**config.mk**
```make
export PLATFORM = sky130hd
export DESIGN_NAME = serial_flash_command_read
export DESIGN_NICKNAME = d
export VERILOG_FILES = /design/src/flash_cmd_pkg.sv /design/src/spi_pin_sync.sv /design/src/serial_flash_command_read.sv
export VERILOG_INCLUDE_DIRS = /design/src
export SDC_FILE = /design/constraint.sdc
export NUM_CORES = 1
export LEC_CHECK = 0
export BUFFER_PORTS_ARGS = -buffer_cell sky130_fd_sc_hd__clkbuf_2
export CAP_MARGIN = 20
export CORE_MARGIN = 3
export CORE_UTILIZATION = 45
export CTS_CLUSTER_DIAMETER = 60
export DETAILED_ROUTE_END_ITERATION = 8
export PLACE_DENSITY = 0.62
export SLEW_MARGIN = 5
export SYNTH_ARGS = -nofsm -noshare
export SYNTH_HDL_FRONTEND = slang
export SYNTH_SLANG_ARGS = --single-unit
```
**constraint.sdc**
```tcl
create_clock -name core_clk -period 3.3 [get_ports core_clk]
set_clock_uncertainty 0.05 [all_clocks]
set_input_delay 0.33 -clock core_clk [delete_from_list [all_inputs] [get_ports core_clk]]
set_output_delay 0.33 -clock core_clk [all_outputs]
set_load 0.1 [all_outputs]
```
**src/flash_cmd_map.svh**
```systemverilog
`ifndef FLASH_CMD_MAP_SVH
`define FLASH_CMD_MAP_SVH

`define OP_READ_FAST 8'h0B
`define OP_READ_SLOW 8'h03
`define OP_READ_DUAL 8'h3B
`define OP_PAGE_ERASE 8'h81
`define OP_BLK4_ERASE 8'h20
`define OP_BLK32_ERASE_A 8'h52
`define OP_BLK32_ERASE_B 8'hD8
`define OP_CHIP_ERASE_A 8'h60
`define OP_CHIP_ERASE_B 8'hC7
`define OP_CHIP_ERASE_C 8'h62
`define OP_PROGRAM 8'h02
`define OP_WR_ENABLE 8'h06
`define OP_WR_DISABLE 8'h04
`define OP_OTP_PROGRAM 8'h9B
`define OP_OTP_READ 8'h77
`define OP_STATUS_READ 8'h05
`define OP_STATUS_WR1 8'h01
`define OP_STATUS_WR2 8'h31
`define OP_SOFT_RESET 8'hF0
`define OP_ID_READ 8'h9F
`define OP_ID_LEGACY 8'h15
`define OP_POWER_DOWN 8'hB9
`define OP_POWER_RESUME 8'hAB
`define OP_ULTRA_DOWN 8'h79

`define ADDR_TOP 17'h1FFFF
`define ADDR_KEEP_BITS 17
`define ADDR_BYTES 3
`define OTP_DUMMY_BYTES 2

`endif

```
**src/flash_cmd_pkg.sv**
```systemverilog
package flash_cmd_pkg;

    typedef enum logic [1:0] {
        PH_OPCODE,
        PH_ADDR,
        PH_DUMMY,
        PH_DATA
    } phase_t;

    typedef enum logic [2:0] {
        ST_IDLE,
        ST_ACTIVE,
        ST_IGNORE
    } ctrl_state_t;

    typedef enum logic [3:0] {
        CMD_NONE,
        CMD_READ_SINGLE,
        CMD_READ_DUAL,
        CMD_ADDR_ONLY,
        CMD_BARE,
        CMD_ADDR_DATA,
        CMD_OTP_READ,
        CMD_DATA_IN,
        CMD_DATA_OUT,
        CMD_ONE_DATA
    } cmd_class_t;

endpackage

```
**src/spi_pin_sync.sv**
```systemverilog
`timescale 1ns/100ps
module spi_pin_sync #(
    parameter int WIDTH = 3
) (
    input wire logic core_clk,
    input wire logic sys_rst,
    input wire logic [WIDTH-1:0] pin_in,
    output logic [WIDTH-1:0] pin_sync,
    output logic [WIDTH-1:0] pin_prev
);
    typedef struct packed {
        logic [WIDTH-1:0] stage1;
        logic [WIDTH-1:0] stage2;
        logic [WIDTH-1:0] stage3;
    } sync_state_t;

    sync_state_t state_reg;
    sync_state_t state_next;

    always_comb begin
        state_next = state_reg;
        state_next.stage1 = pin_in;
        state_next.stage2 = state_reg.stage1;
        state_next.stage3 = state_reg.stage2;
    end

    // chip select idles high, clock idles low
    always_ff @(posedge core_clk) begin
        if (sys_rst) begin
            state_reg <= '{stage1: WIDTH'(1), stage2: WIDTH'(1), stage3: WIDTH'(1)};
        end else begin
            state_reg <= state_next;
        end
    end

    assign pin_sync = state_reg.stage2;
    assign pin_prev = state_reg.stage3;
endmodule

```
**src/serial_flash_command_read.sv**
```systemverilog
`timescale 1ns/100ps
`include "flash_cmd_map.svh"

// How it works
// - chip select low starts; first byte opcode
// - every byte shifts most significant bit first
// - chip select high ends the command
// - unknown opcode starts no operation
// - unknown opcode ignores input until reselect
// - early deselect performs nothing, back idle
// - address bits 23 to 17 ignored
// - 0Bh read: three address, one dummy
// - 03h read: three address, no dummy
// - read address counter auto increments, streams
// - single read shifts one bit per clock
// - counter wraps 1FFFFh to zero seamlessly
// - deselect stops single read, output released
// - 3Bh dual read: address then dummy
// - dual read: two bits per clock
// - deselect releases both dual read pins
// - chip erase opcodes are bare opcodes
// - program 02h: address then data bytes
// - OTP program 9Bh, read 77h two dummies
// - status read 05h; writes one byte
// - id reads 9Fh and 15h, no address
// - power commands are bare opcodes
// - sample rising edges, drive falling edges
module serial_flash_command_read #(
    parameter int ADDR_W = `ADDR_KEEP_BITS
) (
    input wire logic core_clk,
    input wire logic sys_rst,
    input wire logic cs_n_pin,
    input wire logic sclk_pin,
    input wire logic si_pin,
    output logic so_out,
    output logic so_oe,
    output logic sio_out,
    output logic sio_oe,
    output logic [ADDR_W-1:0] mem_addr,
    input wire logic [7:0] mem_data,
    output logic cmd_valid,
    output logic [7:0] cmd_opcode,
    output logic [ADDR_W-1:0] cmd_addr,
    output logic [7:0] cmd_data,
    output logic cmd_data_valid
);
    import flash_cmd_pkg::*;

    typedef struct packed {
        ctrl_state_t state;
        phase_t phase;
        cmd_class_t cls;
        logic [7:0] opcode;
        logic [7:0] shift;
        logic [2:0] bit_cnt;
        logic [1:0] byte_cnt;
        logic [ADDR_W-1:0] addr;
        logic [7:0] out_byte;
        logic so_out;
        logic so_oe;
        logic sio_out;
        logic sio_oe;
        logic cmd_valid;
        logic [7:0] cmd_data;
        logic cmd_data_valid;
        logic data_seen;
    } ctrl_t;

    ctrl_t state_reg;
    ctrl_t state_next;
    logic [2:0] pins_sync;
    logic [2:0] pins_prev;
    logic cs_low;
    logic sclk_rise;
    logic sclk_fall;
    logic si_bit;

    spi_pin_sync #(
        .WIDTH(3)
    ) u_sync (
        .core_clk(core_clk),
        .sys_rst(sys_rst),
        .pin_in({si_pin, sclk_pin, cs_n_pin}),
        .pin_sync(pins_sync),
        .pin_prev(pins_prev)
    );

    assign cs_low = ~pins_sync[0];
    assign sclk_rise = pins_sync[1] & ~pins_prev[1];
    assign sclk_fall = ~pins_sync[1] & pins_prev[1];
    assign si_bit = pins_sync[2];

    function automatic cmd_class_t classify(input logic [7:0] op);
        case (op)
            `OP_READ_FAST: classify = CMD_READ_SINGLE;
            `OP_READ_SLOW: classify = CMD_READ_SINGLE;
            `OP_READ_DUAL: classify = CMD_READ_DUAL;
            `OP_PAGE_ERASE, `OP_BLK4_ERASE, `OP_BLK32_ERASE_A,
            `OP_BLK32_ERASE_B: classify = CMD_ADDR_ONLY;
            `OP_CHIP_ERASE_A, `OP_CHIP_ERASE_B, `OP_CHIP_ERASE_C,
            `OP_WR_ENABLE, `OP_WR_DISABLE, `OP_POWER_DOWN,
            `OP_POWER_RESUME, `OP_ULTRA_DOWN: classify = CMD_BARE;
            `OP_PROGRAM, `OP_OTP_PROGRAM: classify = CMD_ADDR_DATA;
            `OP_OTP_READ: classify = CMD_OTP_READ;
            `OP_STATUS_READ, `OP_ID_READ, `OP_ID_LEGACY: classify = CMD_DATA_OUT;
            `OP_STATUS_WR1, `OP_STATUS_WR2, `OP_SOFT_RESET: classify = CMD_ONE_DATA;
            default: classify = CMD_NONE;
        endcase
    endfunction

    function automatic logic needs_addr(input cmd_class_t c);
        needs_addr = (c == CMD_READ_SINGLE) || (c == CMD_READ_DUAL) ||
            (c == CMD_ADDR_ONLY) || (c == CMD_ADDR_DATA) || (c == CMD_OTP_READ);
    endfunction

    function automatic logic [ADDR_W-1:0] next_addr(input logic [ADDR_W-1:0] a);
        if (a == ADDR_W'(`ADDR_TOP)) begin
            next_addr = '0;
        end else begin
            next_addr = a + ADDR_W'(1);
        end
    endfunction

    always_comb begin
        state_next = state_reg;
        state_next.cmd_valid = 1'b0;
        state_next.cmd_data_valid = 1'b0;
        case (state_reg.state)
            ST_IDLE: begin
                state_next.so_oe = 1'b0;
                state_next.sio_oe = 1'b0;
                if (cs_low) begin
                    state_next.state = ST_ACTIVE;
                    state_next.phase = PH_OPCODE;
                    state_next.bit_cnt = 3'h0;
                    state_next.byte_cnt = 2'h0;
                    state_next.data_seen = 1'b0;
                    state_next.cls = CMD_NONE;
                end
            end
            ST_ACTIVE: begin
                if (!cs_low) begin
                    state_next.state = ST_IDLE;
                    state_next.so_oe = 1'b0;
                    state_next.sio_oe = 1'b0;
                    if (state_reg.phase == PH_DATA && state_reg.bit_cnt == 3'h0) begin
                        case (state_reg.cls)
                            CMD_ADDR_ONLY: state_next.cmd_valid = 1'b1;
                            CMD_ADDR_DATA: state_next.cmd_valid = state_reg.data_seen;
                            CMD_ONE_DATA: state_next.cmd_valid = state_reg.data_seen;
                            default: state_next.cmd_valid = 1'b0;
                        endcase
                    end else if (state_reg.phase == PH_OPCODE && state_reg.cls == CMD_BARE
                        && state_reg.bit_cnt == 3'h0) begin
                        state_next.cmd_valid = 1'b1;
                    end
                end else if (sclk_rise) begin
                    state_next.shift = {state_reg.shift[6:0], si_bit};
                    state_next.bit_cnt = state_reg.bit_cnt + 3'h1;
                    if (state_reg.bit_cnt == 3'h7) begin
                        case (state_reg.phase)
                            PH_OPCODE: begin
                                if (state_reg.cls == CMD_NONE) begin
                                    state_next.opcode = {state_reg.shift[6:0], si_bit};
                                    state_next.cls = classify({state_reg.shift[6:0], si_bit});
                                    state_next.byte_cnt = 2'h0;
                                    if (classify({state_reg.shift[6:0], si_bit}) == CMD_NONE) begin
                                        state_next.state = ST_IGNORE;
                                    end else if (needs_addr(classify({state_reg.shift[6:0], si_bit}))) begin
                                        state_next.phase = PH_ADDR;
                                    end else if (classify({state_reg.shift[6:0], si_bit}) != CMD_BARE) begin
                                        state_next.phase = PH_DATA;
                                    end
                                end
                            end
                            PH_ADDR: begin
                                state_next.addr = ADDR_W'({state_reg.addr, state_reg.shift[6:0], si_bit});
                                state_next.byte_cnt = state_reg.byte_cnt + 2'h1;
                                if (state_reg.byte_cnt == 2'(`ADDR_BYTES - 1)) begin
                                    state_next.byte_cnt = 2'h0;
                                    if (state_reg.opcode == `OP_READ_SLOW ||
                                        state_reg.cls == CMD_ADDR_ONLY ||
                                        state_reg.cls == CMD_ADDR_DATA) begin
                                        state_next.phase = PH_DATA;
                                    end else begin
                                        state_next.phase = PH_DUMMY;
                                    end
                                end
                            end
                            PH_DUMMY: begin
                                state_next.byte_cnt = state_reg.byte_cnt + 2'h1;
                                if (state_reg.cls != CMD_OTP_READ ||
                                    state_reg.byte_cnt == 2'(`OTP_DUMMY_BYTES - 1)) begin
                                    state_next.phase = PH_DATA;
                                end
                            end
                            PH_DATA: begin
                                state_next.data_seen = 1'b1;
                                state_next.cmd_data = {state_reg.shift[6:0], si_bit};
                                state_next.cmd_data_valid = (state_reg.cls == CMD_ADDR_DATA) ||
                                    (state_reg.cls == CMD_ONE_DATA && !state_reg.data_seen);
                            end
                            default: state_next.phase = PH_OPCODE;
                        endcase
                    end
                    // dual read steps two bits per clock
                    if (state_reg.phase == PH_DATA && state_reg.cls == CMD_READ_DUAL) begin
                        state_next.bit_cnt = state_reg.bit_cnt + 3'h2;
                    end
                end else if (sclk_fall && state_reg.phase == PH_DATA) begin
                    if (state_reg.cls == CMD_READ_SINGLE) begin
                        state_next.so_oe = 1'b1;
                        state_next.so_out = state_reg.out_byte[3'h7 - state_reg.bit_cnt];
                        if (state_reg.bit_cnt == 3'h7) begin
                            state_next.addr = next_addr(state_reg.addr);
                        end
                    end else if (state_reg.cls == CMD_READ_DUAL) begin
                        state_next.so_oe = 1'b1;
                        state_next.sio_oe = 1'b1;
                        state_next.so_out = state_reg.out_byte[3'h7 - state_reg.bit_cnt];
                        state_next.sio_out = state_reg.out_byte[3'h6 - state_reg.bit_cnt];
                        if (state_reg.bit_cnt == 3'h6) begin
                            state_next.addr = next_addr(state_reg.addr);
                        end
                    end
                end
                if (state_reg.phase == PH_DATA && state_reg.bit_cnt == 3'h0 && !sclk_fall) begin
                    state_next.out_byte = mem_data;
                end
            end
            ST_IGNORE: begin
                state_next.so_oe = 1'b0;
                state_next.sio_oe = 1'b0;
                if (!cs_low) begin
                    state_next.state = ST_IDLE;
                end
            end
            default: state_next.state = ST_IDLE;
        endcase
    end

    always_ff @(posedge core_clk) begin
        if (sys_rst) begin
            state_reg <= '0;
            state_reg.state <= ST_IDLE;
        end else begin
            state_reg <= state_next;
        end
    end

    always_ff @(posedge core_clk) begin
        if (sys_rst) begin
            mem_addr <= '0;
            cmd_opcode <= 8'h00;
            cmd_addr <= '0;
        end else begin
            mem_addr <= state_next.addr;
            cmd_opcode <= state_next.opcode;
            cmd_addr <= state_next.addr;
        end
    end

    assign so_out = state_reg.so_out;
    assign so_oe = state_reg.so_oe;
    assign sio_out = state_reg.sio_out;
    assign sio_oe = state_reg.sio_oe;
    assign cmd_valid = state_reg.cmd_valid;
    assign cmd_data = state_reg.cmd_data;
    assign cmd_data_valid = state_reg.cmd_data_valid;
endmodule

```
==> flow_summary.toml <==
[detailed_routing]
wire_per_inst_um = 15.9
route.detailed.drc = 0
drt-initial-drc-count = 266
num_vias = 3873
wirelength_mm = 10.9
vias_per_cell = 5.65
drt-pass1-iter-count = 5
ant_nets = 0

[layout]
final_cell_mix = "dfxtp_1 (75), clkbuf_2 (68), nor2_1 (61)"
nets = 575
drive_gt1_frac = 0.212
antenna_cells = 0
stdcell_count = 685
syn_to_final_growth_pct = 5.46
mostFrequentLayoutCell = "dfxtp_1"
largest_register_ffs = 29

[yosys]
synth_nets = 580
ys_warn_count = 0
yosysUniqueCellTypes = 68
synth_area_per_cell_sq_um = 8.47
ys.flop_type = "dfxtp_1"
postSynthCellCount = 552
synth_top_family_by_area = "simple AND/OR/NAND/NOR gates"
synthesis.area_sq_um = 4680
synth-async-reset-ratio = 0
synthSimpleGateAreaFrac = 0.249
synth_seq_area_share = 0.321
synth_seq_cells = 75
synthXorXnorAreaFrac = 0.0185
synth_fa_ha_area_frac = 0.0401
synthMuxAreaShare = 0.0752
synth_compound_area_frac = 0.159
synth-edff-count = 0

[power_and_ir_drop]
total_power_w = 0.00197
combPwrFrac = 0.026
p_sw_w = 0.000394
p_sw_frac = 0.199
p_int_w = 0.00158
vdd_drop_max_mv = 0.253
powerDensity_nw_per_um2 = 400
leakagePower_nw = 1.91
seqPwrFrac = 0.463
pwr-share-clk = 0.511

[worst_setup_path]
crit_fanout = 13
start_kind = "flop"
required_ns = 3.48
crit_arrival_ns = 3.03
end_kind = "flop"
r2r-start = "cmd_addr[0]"
worstSetupPathType = "reg -> reg"
cp-startpoint = "cmd_addr[0]"

[worst_hold_path]
hold_path.class = "in -> reg"
min_from = "cs_n_pin"

[clocking]
hold_buffers = 0
cts_tree = "done"
clock-sinks = 75
htreeDepth = 3
cts_root_buffer = "clkbuf_8"
numCtsBuffers = 9
cts-resized-gates = 0
cts_setup_buffers = 0
clkLatencyLatePin_ns = 0.36
clkSlewWorstSetupHoldPaths_ns = 0.09
clk_path_buf_depth = 2

[sta]
setup_viol_count_final = 0
hold_viol_final = 0
slew_viol_final = 0
rsz0062_at_grt = "no"
slew-limit-headroom = 0.341
fin_crit_ns = 2.85
fin_setup_tns_ns = 0
finalCritPeriodShare = 0.864
fmax_mhz = 351
max_slew.worst_pin.slew_ns = 0.988

[global_routing]
grt_pass1_vias = 3445
grt_max_degree = 50
antenna_found_initial = 0
track_usage = 0.190
gr-total-overflow = 0
grt_first_pass_wirelength_mm = 17.7

[floorplan]
ioPinCount = 69
start_util = 0.470
core_sq_um = 9950
die_w_um = 108
die-area_sq_um = 11700
rows = 36
die_h_um = 108

[place]
io_buffers = 68
dp.cells = 669
hpwl_mm = 7.64
gp_congestion = 0.888

[run]
cap_violations = 0

[run_status]
status = "complete, no violations"
-- critical path, cell delays in order (launching register included) --
cell	delay (ns)
dfxtp_1	0.47
ha_1	0.27
nand3_1	0.14
nor4_2	0.51
and4_1	0.26
ha_1	0.18
nand2b_1	0.43
nor2_1	0.08
a22o_1	0.20
nand2_1	0.06
a21oi_1	0.06
-- final timing paths --
path,cells past startpoint,endpoint,slack (ns)
worst max-delay path,10,cmd_addr[11],0.45
worst min-delay path,2,u_sync.state_next[3],0.11
worst max register to register,10,cmd_addr[11],0.45
worst min register to register,1,u_sync.pin_sync[0],0.37
-- power by group through the flow --
stage	Clock (W)	Sequential (W)	Combinational (W)
2_1_floorplan	0	0.000931	0.0000383
3_3_place_gp	0	0.000935	0.0000508
3_5_place_dp	0	0.000935	0.0000517
4_1_cts	0.00103	0.000913	0.0000518
5_1_grt	0.00107	0.000914	0.0000571
6_report	0.00101	0.000913	0.0000515
-- synthesized netlist by cell type, drive strengths merged (5+ instances only) --
cell type	count	area, sq um
nand3b	7	52.6
or2	5	31.3
o31ai	5	37.5
dfxtp	75	1500
buf	71	517
a31oi	5	31.3
o21ai	16	83.8
a21oi	26	130
nor2b	9	56.3
nor4	6	50.0
nand2	48	180
nand4	6	50.0
a22oi	6	45.0
xnor2	7	61.3
clkbuf	20	75.1
nand2b	11	68.8
or3	5	31.3
mux2i	25	250
nor3	14	80.1
ha	15	188
inv	13	48.8
nor3b	5	37.5
nor2	63	251
nand3	16	80.1
a211oi	10	80.1
-- layout make-up --
cell class	instances	area, sq um
Fill cell	972	5020
Multi-Input combinational cell	373	2530
Sequential cell	75	1500
Timing Repair Buffer	75	393
Tap cell	133	166
Clock inverter	7	164
Clock buffer	9	124
Inverter	13	48.8
-- per-stage QoR --
step                hold WS, ns  setup slack [ns]  utilization  instance area, sq um
floorplan                 0.339             0.862            -                  4680
global placement          0.342             0.602        0.467                  4640
detailed placement        0.353             0.519        0.467                  4640
CTS                      0.0983             0.470        0.495                  4930
global route              0.103             0.148        0.495                  4930
finish                    0.109             0.450        0.495                  4930
-- logic make-up (layout without fill, tap and decap cells) --
group,count (synthesis),after routing
compound gates,102,102
simple gates,217,217
xor+xnor,9,9
flops,75,75
mux,30,30
fa+ha+maj,15,15
buf+inv,104,104
-- per-layer routing --
layer,vias to the layer above,share of wire,GRT usage
met5,-,0,0
met4,0,0.0071,0.0352
met3,5,0.061,0.0454
met2,127,0.48,0.305
met1,1859,0.45,0.264
li1,1882,-,-
No activity file was read; power rests on OpenSTA's default activity.
